### src/hw/fcl_pkg.sv
package fcl_pkg;
  // ==========================================================
  // register indices (byte address is four times the index)
  localparam logic [7:0] IDX_RAM_LAST = 8'h1f;
  localparam logic [7:0] IDX_TEMP_LOW = 8'h60;
  localparam logic [7:0] IDX_TEMP_HIGH = 8'h61;
  localparam logic [7:0] IDX_FLASH_CMD = 8'h62;
  localparam logic [7:0] IDX_CLEAR = 8'h63;
  localparam logic [7:0] IDX_MODE_WAKE = 8'h64;
  localparam logic [7:0] IDX_PROG_DATA = 8'h6f;
  localparam logic [7:0] IDX_PROG_ADDR = 8'h70;
  localparam logic [7:0] IDX_FLASH_BASE = 8'h80;
  localparam logic [7:0] IDX_FLASH_LAST = 8'hdf;
  // ==========================================================
  // command codes
  localparam logic [7:0] CMD_PROG_BYTE = 8'h0f;
  localparam logic [7:0] CMD_ERASE_P0 = 8'h40;
  localparam logic [7:0] CMD_ERASE_P1 = 8'h41;
  localparam logic [7:0] CMD_ERASE_P2 = 8'h42;
  localparam logic [7:0] CMD_RAM_TO_FLASH = 8'h45;
  localparam logic [7:0] CMD_FLASH_TO_RAM = 8'h48;
  localparam logic [7:0] CMD_POWER_DOWN = 8'hf6;
  // ==========================================================
  // fields and reset values
  localparam int CLR_DISCHARGE_BIT = 0;
  localparam int CLR_CHARGE_BIT = 1;
  localparam int WAKE_LSB = 1;
  localparam int WAKE_MSB = 3;
  localparam logic [2:0] WAKE_RESET = 3'h7;
  localparam logic [7:0] ERASED_BYTE = 8'hff;
  localparam logic [6:0] FLASH_BYTES = 7'h60;
  localparam logic [4:0] PAGE_LAST = 5'h1f;
  localparam logic [1:0] PAGE_0 = 2'h0;
  localparam logic [1:0] PAGE_1 = 2'h1;
  localparam logic [1:0] PAGE_2 = 2'h2;

  typedef enum logic [2:0] {
    ST_IDLE,
    ST_PROG,
    ST_ERASE,
    ST_RAM_TO_FLASH,
    ST_FLASH_TO_RAM,
    ST_SLEEP,
    ST_DONE
  } fcl_state_type;
endpackage

### src/hw/fcl_flash_cmd.sv
// Added by the designer: the Wishbone register port.
`timescale 1ns/10ps
// ==========================================================
module fcl_flash_cmd (
  input wire logic clk_i,
  input wire logic rst_i,
  input wire logic wb_cyc_i,
  input wire logic wb_stb_i,
  input wire logic wb_we_i,
  input wire logic [9:0] wb_adr_i,
  input wire logic [3:0] wb_sel_i,
  input wire logic [31:0] wb_dat_i,
  output logic [31:0] wb_dat_o,
  output logic wb_ack_o,
  input wire logic [15:0] temp_kelvin_i,
  input wire logic [6:0] sense_below_i,
  input wire logic single_wire_line_i,
  output logic sleep_o,
  output logic charge_count_clear_o,
  output logic discharge_count_clear_o
);
  import fcl_pkg::*;

  // ==========================================================
  // state
  fcl_state_type state_ff, nxt_state;
  logic [4:0] idx_ff, nxt_idx;
  logic [1:0] page_ff, nxt_page;
  logic [7:0] cmd_ff, prog_addr_ff, prog_data_ff;
  logic [7:0] clr_ff, nxt_clr;
  logic [2:0] wake_ff;
  logic [15:0] temp_ff;
  logic ack_ff;
  logic [31:0] rdat_ff;
  logic sleep_ff, chg_clr_ff, dis_clr_ff;
  logic [7:0] flash_mem [0:95];
  logic [7:0] ram_mem [0:31];

  // ==========================================================
  // pin synchronisers: 3 flops, change taken when 2nd and 3rd agree
  logic [6:0] sense_s1_ff, sense_s2_ff, sense_s3_ff, sense_ff;
  logic line_s1_ff, line_s2_ff, line_s3_ff, line_ff;

  always_ff @(posedge clk_i) begin
    sense_s1_ff <= sense_below_i;
    sense_s2_ff <= sense_s1_ff;
    sense_s3_ff <= sense_s2_ff;
    line_s1_ff <= single_wire_line_i;
    line_s2_ff <= line_s1_ff;
    line_s3_ff <= line_s2_ff;
  end

  wire logic [6:0] sense_agree = ~(sense_s2_ff ^ sense_s3_ff);
  wire logic [6:0] nxt_sense =
    (sense_agree & sense_s3_ff) | (~sense_agree & sense_ff);
  wire logic nxt_line = (line_s2_ff == line_s3_ff) ? line_s3_ff : line_ff;
  wire logic line_edge = nxt_line != line_ff;

  always_ff @(posedge clk_i) begin
    if (rst_i) begin
      sense_ff <= 7'h00;
      line_ff <= 1'b1;
    end else begin
      sense_ff <= nxt_sense;
      line_ff <= nxt_line;
    end
  end

  // ==========================================================
  // bus decode
  function automatic logic [6:0] flash_index(input logic [1:0] page,
                                             input logic [4:0] off);
    flash_index = {page, off};
  endfunction

  wire logic [7:0] bus_idx = wb_adr_i[9:2];
  wire logic bus_req = wb_cyc_i & wb_stb_i & ~ack_ff;
  wire logic bus_wr = bus_req & wb_we_i & wb_sel_i[0];
  wire logic bus_rd = bus_req & ~wb_we_i;
  wire logic [7:0] wbyte = wb_dat_i[7:0];
  wire logic busy = cmd_ff != 8'h00;
  wire logic hit_ram = bus_idx <= IDX_RAM_LAST;
  wire logic hit_flash = (bus_idx >= IDX_FLASH_BASE) &&
                         (bus_idx <= IDX_FLASH_LAST);
  wire logic [7:0] flash_rd_idx = bus_idx - IDX_FLASH_BASE;
  // operands and ram are frozen while a command runs
  wire logic wr_cmd = bus_wr && bus_idx == IDX_FLASH_CMD && !busy;
  wire logic wr_addr = bus_wr && bus_idx == IDX_PROG_ADDR && !busy;
  wire logic wr_data = bus_wr && bus_idx == IDX_PROG_DATA && !busy;
  wire logic wr_clr = bus_wr && bus_idx == IDX_CLEAR;
  wire logic wr_mode = bus_wr && bus_idx == IDX_MODE_WAKE;
  wire logic wr_ram = bus_wr && hit_ram && !busy;

  logic [7:0] rd_byte;
  always_comb begin
    rd_byte = 8'h00;
    if (hit_ram)
      rd_byte = ram_mem[bus_idx[4:0]];
    else if (hit_flash)
      rd_byte = flash_mem[flash_rd_idx[6:0]];
    else begin
      case (bus_idx)
        IDX_TEMP_LOW: rd_byte = temp_ff[7:0];
        IDX_TEMP_HIGH: rd_byte = temp_ff[15:8];
        IDX_FLASH_CMD: rd_byte = cmd_ff;
        IDX_CLEAR: rd_byte = clr_ff;
        IDX_MODE_WAKE: rd_byte = {4'h0, wake_ff, 1'b0};
        IDX_PROG_DATA: rd_byte = prog_data_ff;
        IDX_PROG_ADDR: rd_byte = prog_addr_ff;
        default: rd_byte = 8'h00;
      endcase
    end
  end

  always_ff @(posedge clk_i) begin
    if (rst_i) begin
      ack_ff <= 1'b0;
      rdat_ff <= 32'h0;
      temp_ff <= 16'h0;
    end else begin
      ack_ff <= bus_req;
      rdat_ff <= bus_rd ? {24'h0, rd_byte} : 32'h0;
      temp_ff <= temp_kelvin_i;
    end
  end

  // ==========================================================
  // host-written registers
  always_ff @(posedge clk_i) begin
    if (rst_i) begin
      prog_addr_ff <= 8'h00;
      prog_data_ff <= 8'h00;
      wake_ff <= WAKE_RESET;
    end else begin
      if (wr_addr)
        prog_addr_ff <= wbyte;
      if (wr_data)
        prog_data_ff <= wbyte;
      if (wr_mode)
        wake_ff <= wbyte[WAKE_MSB:WAKE_LSB];
    end
  end

  // clear bits live one cycle; a new write wins over the self-clear
  always_comb begin
    nxt_clr = 8'h00;
    if (wr_clr) begin
      nxt_clr[CLR_CHARGE_BIT] = wbyte[CLR_CHARGE_BIT];
      nxt_clr[CLR_DISCHARGE_BIT] = wbyte[CLR_DISCHARGE_BIT];
    end
  end

  always_ff @(posedge clk_i) begin
    if (rst_i) begin
      clr_ff <= 8'h00;
      chg_clr_ff <= 1'b0;
      dis_clr_ff <= 1'b0;
    end else begin
      clr_ff <= nxt_clr;
      chg_clr_ff <= nxt_clr[CLR_CHARGE_BIT];
      dis_clr_ff <= nxt_clr[CLR_DISCHARGE_BIT];
    end
  end

  // ==========================================================
  // command sequencer
  // wake field of zero selects no level, so power down never sleeps
  wire logic wake_ok = (wake_ff != 3'h0) && sense_ff[wake_ff - 3'h1];

  always_comb begin
    nxt_state = state_ff;
    nxt_idx = idx_ff;
    nxt_page = page_ff;
    case (state_ff)
      ST_IDLE: begin
        nxt_idx = 5'h00;
        if (busy) begin
          case (cmd_ff)
            CMD_PROG_BYTE: nxt_state = ST_PROG;
            CMD_ERASE_P0: begin
              nxt_state = ST_ERASE;
              nxt_page = PAGE_0;
            end
            CMD_ERASE_P1: begin
              nxt_state = ST_ERASE;
              nxt_page = PAGE_1;
            end
            CMD_ERASE_P2: begin
              nxt_state = ST_ERASE;
              nxt_page = PAGE_2;
            end
            CMD_RAM_TO_FLASH: nxt_state = ST_RAM_TO_FLASH;
            CMD_FLASH_TO_RAM: nxt_state = ST_FLASH_TO_RAM;
            CMD_POWER_DOWN: nxt_state = wake_ok ? ST_SLEEP : ST_DONE;
            default: nxt_state = ST_DONE;
          endcase
        end
      end
      ST_PROG: nxt_state = ST_DONE;
      ST_ERASE, ST_RAM_TO_FLASH, ST_FLASH_TO_RAM: begin
        nxt_idx = idx_ff + 5'h01;
        if (idx_ff == PAGE_LAST)
          nxt_state = ST_DONE;
      end
      ST_SLEEP: begin
        if (line_edge)
          nxt_state = ST_DONE;
      end
      ST_DONE: nxt_state = ST_IDLE;
      default: nxt_state = ST_IDLE;
    endcase
  end

  always_ff @(posedge clk_i) begin
    if (rst_i) begin
      state_ff <= ST_IDLE;
      idx_ff <= 5'h00;
      page_ff <= PAGE_0;
      cmd_ff <= 8'h00;
      sleep_ff <= 1'b0;
    end else begin
      state_ff <= nxt_state;
      idx_ff <= nxt_idx;
      page_ff <= nxt_page;
      sleep_ff <= nxt_state == ST_SLEEP;
      if (state_ff == ST_DONE)
        cmd_ff <= 8'h00;
      else if (wr_cmd)
        cmd_ff <= wbyte;
    end
  end

  // ==========================================================
  // flash and ram arrays
  // programming only pulls bits low, as a real flash cell does
  wire logic [6:0] page_idx = flash_index(page_ff, idx_ff);
  wire logic [6:0] p0_idx = flash_index(PAGE_0, idx_ff);
  wire logic prog_in_range = prog_addr_ff < {1'b0, FLASH_BYTES};
  wire logic [7:0] prog_result =
    flash_mem[prog_addr_ff[6:0]] & prog_data_ff;

  always_ff @(posedge clk_i) begin
    case (state_ff)
      ST_PROG: begin
        if (prog_in_range)
          flash_mem[prog_addr_ff[6:0]] <= prog_result;
      end
      ST_ERASE: flash_mem[page_idx] <= ERASED_BYTE;
      ST_RAM_TO_FLASH:
        flash_mem[p0_idx] <= flash_mem[p0_idx] & ram_mem[idx_ff];
      default: ;
    endcase
  end

  always_ff @(posedge clk_i) begin
    if (state_ff == ST_FLASH_TO_RAM)
      ram_mem[idx_ff] <= flash_mem[p0_idx];
    else if (wr_ram)
      ram_mem[bus_idx[4:0]] <= wbyte;
  end

  assign wb_ack_o = ack_ff;
  assign wb_dat_o = rdat_ff;
  assign sleep_o = sleep_ff;
  assign charge_count_clear_o = chg_clr_ff;
  assign discharge_count_clear_o = dis_clr_ff;

  // ==========================================================
  // assertions
  property p_cmd_done;
    @(posedge clk_i) disable iff (rst_i)
      (state_ff == ST_PROG) |-> ##2 (cmd_ff == 8'h00);
  endproperty
  a_cmd_done: assert property (p_cmd_done)
    else $error("command not cleared after program byte");

  property p_unknown;
    @(posedge clk_i) disable iff (rst_i)
      (state_ff == ST_IDLE && busy && cmd_ff == 8'h11)
      |=> (state_ff == ST_DONE) ##1 (cmd_ff == 8'h00);
  endproperty
  a_unknown: assert property (p_unknown)
    else $error("unknown command not dropped");

  property p_charge_clr;
    @(posedge clk_i) disable iff (rst_i)
      (wr_clr && wbyte[CLR_CHARGE_BIT]) |=> charge_count_clear_o
      ##1 (!clr_ff[CLR_CHARGE_BIT] || $past(wr_clr));
  endproperty
  a_charge_clr: assert property (p_charge_clr)
    else $error("charge clear bit misbehaves");

  property p_dis_clr;
    @(posedge clk_i) disable iff (rst_i)
      discharge_count_clear_o |-> $past(wr_clr && wbyte[CLR_DISCHARGE_BIT]);
  endproperty
  a_dis_clr: assert property (p_dis_clr)
    else $error("discharge clear without write");

  property p_prog;
    @(posedge clk_i) disable iff (rst_i)
      (state_ff == ST_PROG && prog_in_range) |=>
      (flash_mem[$past(prog_addr_ff[6:0])] == $past(prog_result));
  endproperty
  a_prog: assert property (p_prog)
    else $error("program byte wrong");

  property p_erase;
    @(posedge clk_i) disable iff (rst_i)
      (state_ff == ST_ERASE) |=> (flash_mem[$past(page_idx)] == ERASED_BYTE);
  endproperty
  a_erase: assert property (p_erase)
    else $error("erase missed a byte");

  property p_copy;
    @(posedge clk_i) disable iff (rst_i)
      (state_ff == ST_FLASH_TO_RAM) |=>
      (ram_mem[$past(idx_ff)] == flash_mem[$past(p0_idx)]);
  endproperty
  a_copy: assert property (p_copy)
    else $error("flash to ram copy wrong");

  property p_sleep_gate;
    @(posedge clk_i) disable iff (rst_i)
      (state_ff == ST_IDLE && cmd_ff == CMD_POWER_DOWN && !wake_ok)
      |=> !sleep_o ##1 !sleep_o;
  endproperty
  a_sleep_gate: assert property (p_sleep_gate)
    else $error("slept without wake condition");

  property p_sleep_hold;
    @(posedge clk_i) disable iff (rst_i)
      (state_ff == ST_SLEEP && !line_edge) |=> sleep_o;
  endproperty
  a_sleep_hold: assert property (p_sleep_hold)
    else $error("left sleep without line edge");

  property p_temp;
    @(posedge clk_i) disable iff (rst_i)
      (bus_rd && bus_idx == IDX_TEMP_HIGH) |=>
      (wb_dat_o[7:0] == $past(temp_ff[15:8]));
  endproperty
  a_temp: assert property (p_temp)
    else $error("temperature high byte wrong");

  c_sleep: cover property (@(posedge clk_i) disable iff (rst_i)
    sleep_o ##1 !sleep_o);
  c_erase: cover property (@(posedge clk_i) disable iff (rst_i)
    state_ff == ST_ERASE && page_ff == PAGE_2);
  c_r2f: cover property (@(posedge clk_i) disable iff (rst_i)
    state_ff == ST_RAM_TO_FLASH && idx_ff == PAGE_LAST);
endmodule

### config.mk
export PLATFORM = sky130hd
export DESIGN_NAME = fcl_flash_cmd
export DESIGN_NICKNAME = d
export VERILOG_FILES = /design/src/hw/fcl_pkg.sv /design/src/hw/fcl_flash_cmd.sv
export SDC_FILE = /design/constraint.sdc
export NUM_CORES = 2
export LEC_CHECK = 0
export ABC_AREA = 1
export BUFFER_PORTS_ARGS = -buffer_cell sky130_fd_sc_hd__clkbuf_2
export CAP_MARGIN = 20
export CELL_PAD_IN_SITES_DETAIL_PLACEMENT = 1
export CELL_PAD_IN_SITES_GLOBAL_PLACEMENT = 2
export CORE_AREA = 2 2 392 394
export CTS_CLUSTER_SIZE = 12
export DETAILED_ROUTE_END_ITERATION = 16
export DIE_AREA = 0 0 394 396
export GPL_ROUTABILITY_DRIVEN = 0
export PLACE_DENSITY = 0.72
export SYNTH_ARGS = -nofsm -noshare
export SYNTH_HDL_FRONTEND = slang
export SYNTH_SLANG_ARGS = --single-unit
export TNS_END_PERCENT = 1
### constraint.sdc
create_clock -name clk_i -period 4.9 [get_ports clk_i]
set_clock_uncertainty 0.15 [all_clocks]
set_input_delay 0.735 -clock clk_i [delete_from_list [all_inputs] [get_ports clk_i]]
set_output_delay 0.735 -clock clk_i [all_outputs]
set_load 0.02 [all_outputs]
==> out/qor.yml <==
synthesis:
  synth_common_cells: "nand2_1 (1294), edfxtp_1 (1024), nor2_1 (817)"
  syn_inst: 5992
  yosysSeqAreaShare_pct: 58.8
  ys_top_cells_by_area: "edfxtp_1 (55%), nand2_1 (8.7%), o21ai_0 (5.8%)"
  yosysMostFrequentCell: "nand2_1"
  synth_area_sq_um: 56000
  syn_area_per_cell_sq_um: 9.34
  synth_warnings: 0
  yosysTopAreaCellShare_pct: 54.9
  async_flop_share_pct: 0
  synth_seq_cells: 1133
  ys_types: 48
  ys.flop_type: "edfxtp_1"
  synth.largest_area_cell: "edfxtp_1"
  synth_edf_count: 1024
setup_path:
  reg2regPathDepth: 11
  critPathMaxStageDelay_ns: 0.66
  critPathKind: "reg2reg"
  critPathLaunchType: "flop"
  cp.arrival_ns: 4.25
  r2r_end: "flash_mem[12][6]"
  cp_top_family: "simple AND/OR/NAND/NOR gates"
  slowest_stage: "o21ai_0"
  crit_path_cell_trace: "inv_1, nor2_2, inv_1, o21ai_0, inv_1, nor2_1, inv_1, nor2_1, nand2_1, nor2_1, buf_4"
  crit_path_frequent_cell: "inv_1"
  critPathMaxFanout: 7
  crit_buf_inv: 5
  worstPathRequired_ns: 5.25
  r2r_slack_ns: 1.0
  cp-end-kind: "flop"
  r2r_start: "state_ff[1]"
power_and_ir_drop:
  p_switching_mw: 4.97
  power_density_nw_per_um2: 328
  switching_share_pct: 23.4
  p_comb_share_pct: 4.7
  p_int_mw: 16.2
  pwr-share-clk_pct: 46.2
  pwr-share-seq_pct: 49.1
  leakage_nw: 23.6
  peakVddDrop_mv: 0.270
floorplanning:
  ioPinCount: 111
  core_area_sq_um: 152000
  fp.dieH_um: 396
  die_w_um: 394
  start_util_pct: 36.9
  dieArea_sq_um: 156000
  rows: 143
outcome:
  status: "completed"
layout:
  instances_no_fill: 8231
  final_area_sq_um: 64600
  layout-drive-gt1-share_pct: 9.87
  fin_nets: 6173
  syn2layout_area_growth_pct: 15.3
  fillers: 17100
cts:
  cts_resized: 0
  clkSinkCount: 1133
  clock_latency_ns: 0.81
  ctsHoldBuffers: 24
  h-tree-depth: 4
  cts_tree: "done"
  clockBufferDepth: 3
  post_cts_buffers: 0
  numCtsBuffers: 138
  clk_pin_slew_ns: 0.06
  clockRootBuffer: "clkbuf_16"
detailed_routing:
  firstDrtPassIters: 5
  ant_nets: 0
  wire_per_inst_um: 28.9
  vias: 48400
  drt_iter0_drc: 4446
  avgViaCountPerCell: 5.88
  drc: 0
  drt-total-wl_um: 238000
sta:
  fin_crit_sh_pct: 79.6
  slew_viol_final: 0
  hold_viol: 0
  rsz0062_at_grt: "no"
  period_minus_slack_ns: 3.90
  final-setup-viol-count: 0
  worstMarginPinSlew_ns: 1.15
  whs_ns: 0.113
  slew_headroom_pct: 23.4
  fmax_mhz: 256
run:
  cap_violations: 0
global_routing:
  grt_max_degree: 137
  antenna_found_initial: 5
  grt_usage_pct: 29.9
  grt_pass1_wl_um: 342000
  grt_pass1_vias: 48800
  overflow: 0
placed_design:
  postPlaceCellArea_sq_um: 60100
  place_hpwl_um: 153000
  post-place-cells: 7960
  io_buffer_count: 57
hold_path:
  hold_end: "wb_ack_o"
  min_from: "wb_stb_i"
  hold-path-cell-count: 5
  hold_path_class: "in2reg"
## cell usage in the layout, fill, tap and decap left out, drive strengths merged, types with 2 or more instances in the layout
| cell type | netlist | routed |
|---|---|---|
| o31ai | 30 | 30 |
| a21oi | 292 | 292 |
| clkbuf | 226 | 251 |
| o221ai | 103 | 103 |
| nor2 | 823 | 823 |
| a221oi | 23 | 23 |
| o22ai | 16 | 16 |
| a22oi | 306 | 306 |
| and3 | 2 | 2 |
| o21ai | 658 | 658 |
| nor3 | 10 | 10 |
| inv | 243 | 249 |
| diode | 0 | 2 |
| nand2 | 1296 | 1296 |
| nand3b | 2 | 2 |
| nand3 | 390 | 390 |
| a31oi | 3 | 3 |
| conb | 1 | 24 |
| dlygate4sd3 | 0 | 24 |
| clkinvlp | 0 | 2 |
| nand4 | 30 | 30 |
| a21o | 14 | 14 |
| edfxtp | 1024 | 1024 |
| o21bai | 3 | 3 |
| buf | 231 | 316 |
| clkinv | 1 | 41 |
| o211ai | 118 | 118 |
| a2111oi | 5 | 5 |
| bufinv | 0 | 2 |
| a41oi | 5 | 5 |
| dfxtp | 109 | 109 |
| ha | 4 | 4 |
| a211oi | 16 | 16 |
## area by class of cell
cell class	count	area [sq um]	share of cell area [%]
clock inverter	50	420	0.651
timing repair buffer	396	3530	5.47
clock buffer	195	3830	5.93
antenna	2	5.00	0.00775
sequential	1133	33000	51.0
tap	2030	2540	3.93
inverter	244	958	1.48
multi-input combinational	4181	20300	31.5
## power groups by stage
| stage | sequential [mW] | combinational, mW | clock [mW] |
|---|---|---|---|
| 2_1_floorplan | 10.6 | 0.527 | 0 |
| 3_3_place_gp | 10.6 | 0.955 | 0 |
| 3_5_place_dp | 10.6 | 0.958 | 0 |
| 4_1_cts | 10.4 | 0.975 | 9.93 |
| 5_1_grt | 10.4 | 1.05 | 10.3 |
| 6_report | 10.4 | 0.989 | 9.80 |
## metal layers
metal	track usage (%)	part of all wire, %	wire, um	vias up
met5	0	0.0055	13	-
met4	11.0	3.7	8870	2
met3	3.96	6.2	14700	371
met2	49.2	47	112000	1763
met1	40.3	43	102000	24700
li1	-	-	-	21500
## state kept, by name, summed over array words and instances, names as in the netlist, 3 cells and up, named ones only
signal / count
flash_mem: 768
ram_mem: 256
temp_ff: 16
cmd_ff: 8
prog_addr_ff: 8
prog_data_ff: 8
wb_dat_o: 8
sense_s1_ff: 7
sense_s2_ff: 7
sense_s3_ff: 7
idx_ff: 5
state_ff: 3
wake_ff: 3
## tightest hold or removal path: cells and delay by family
family | cells | cell delay (ns)
buffers and inverters | 2 | 0.15
and+or+nand+nor | 3 | 0.14
## through the flow
step	TNS, ns	utilization, %	worst slack, ns	total power [mW]
2_1_floorplan	-83.88	-	-0.135	11.1
3_3_place_gp	0	39.6	0.987	11.6
3_5_place_dp	0	39.6	0.968	11.6
4_1_cts	0	42.6	1.02	21.3
5_1_grt	0	42.6	0.690	21.7
6_report	0	42.6	0.997	21.2
## kinds of logic after synthesis
family	Yosys count	synth area share, %
other	1	0.00670
adder cells (fa/ha/maj)	4	0.0894
AND/OR/NAND/NOR	2556	18.3
AO/OA/AOI/OAI	1595	17.4
buffers and inverters	701	5.30
flip-flops	1133	58.8
XOR/XNOR	2	0.0313
## how the worst max path moves through the flow
stage                startpoint               end  slack, ns  cells past startpoint
floorplan                  flop   flash_mem[0][5]      -0.14                     13
global placement       wb_cyc_i    ram_mem[30][7]       0.99                     12
detailed placement  wb_adr_i[2]    ram_mem[31][4]       0.97                      6
CTS                 state_ff[1]  flash_mem[12][6]       1.02                     11
global route        state_ff[1]  flash_mem[12][6]       0.69                     11
finish              state_ff[1]  flash_mem[12][6]        1.0                     11
(Power assumes the default switching activity.)
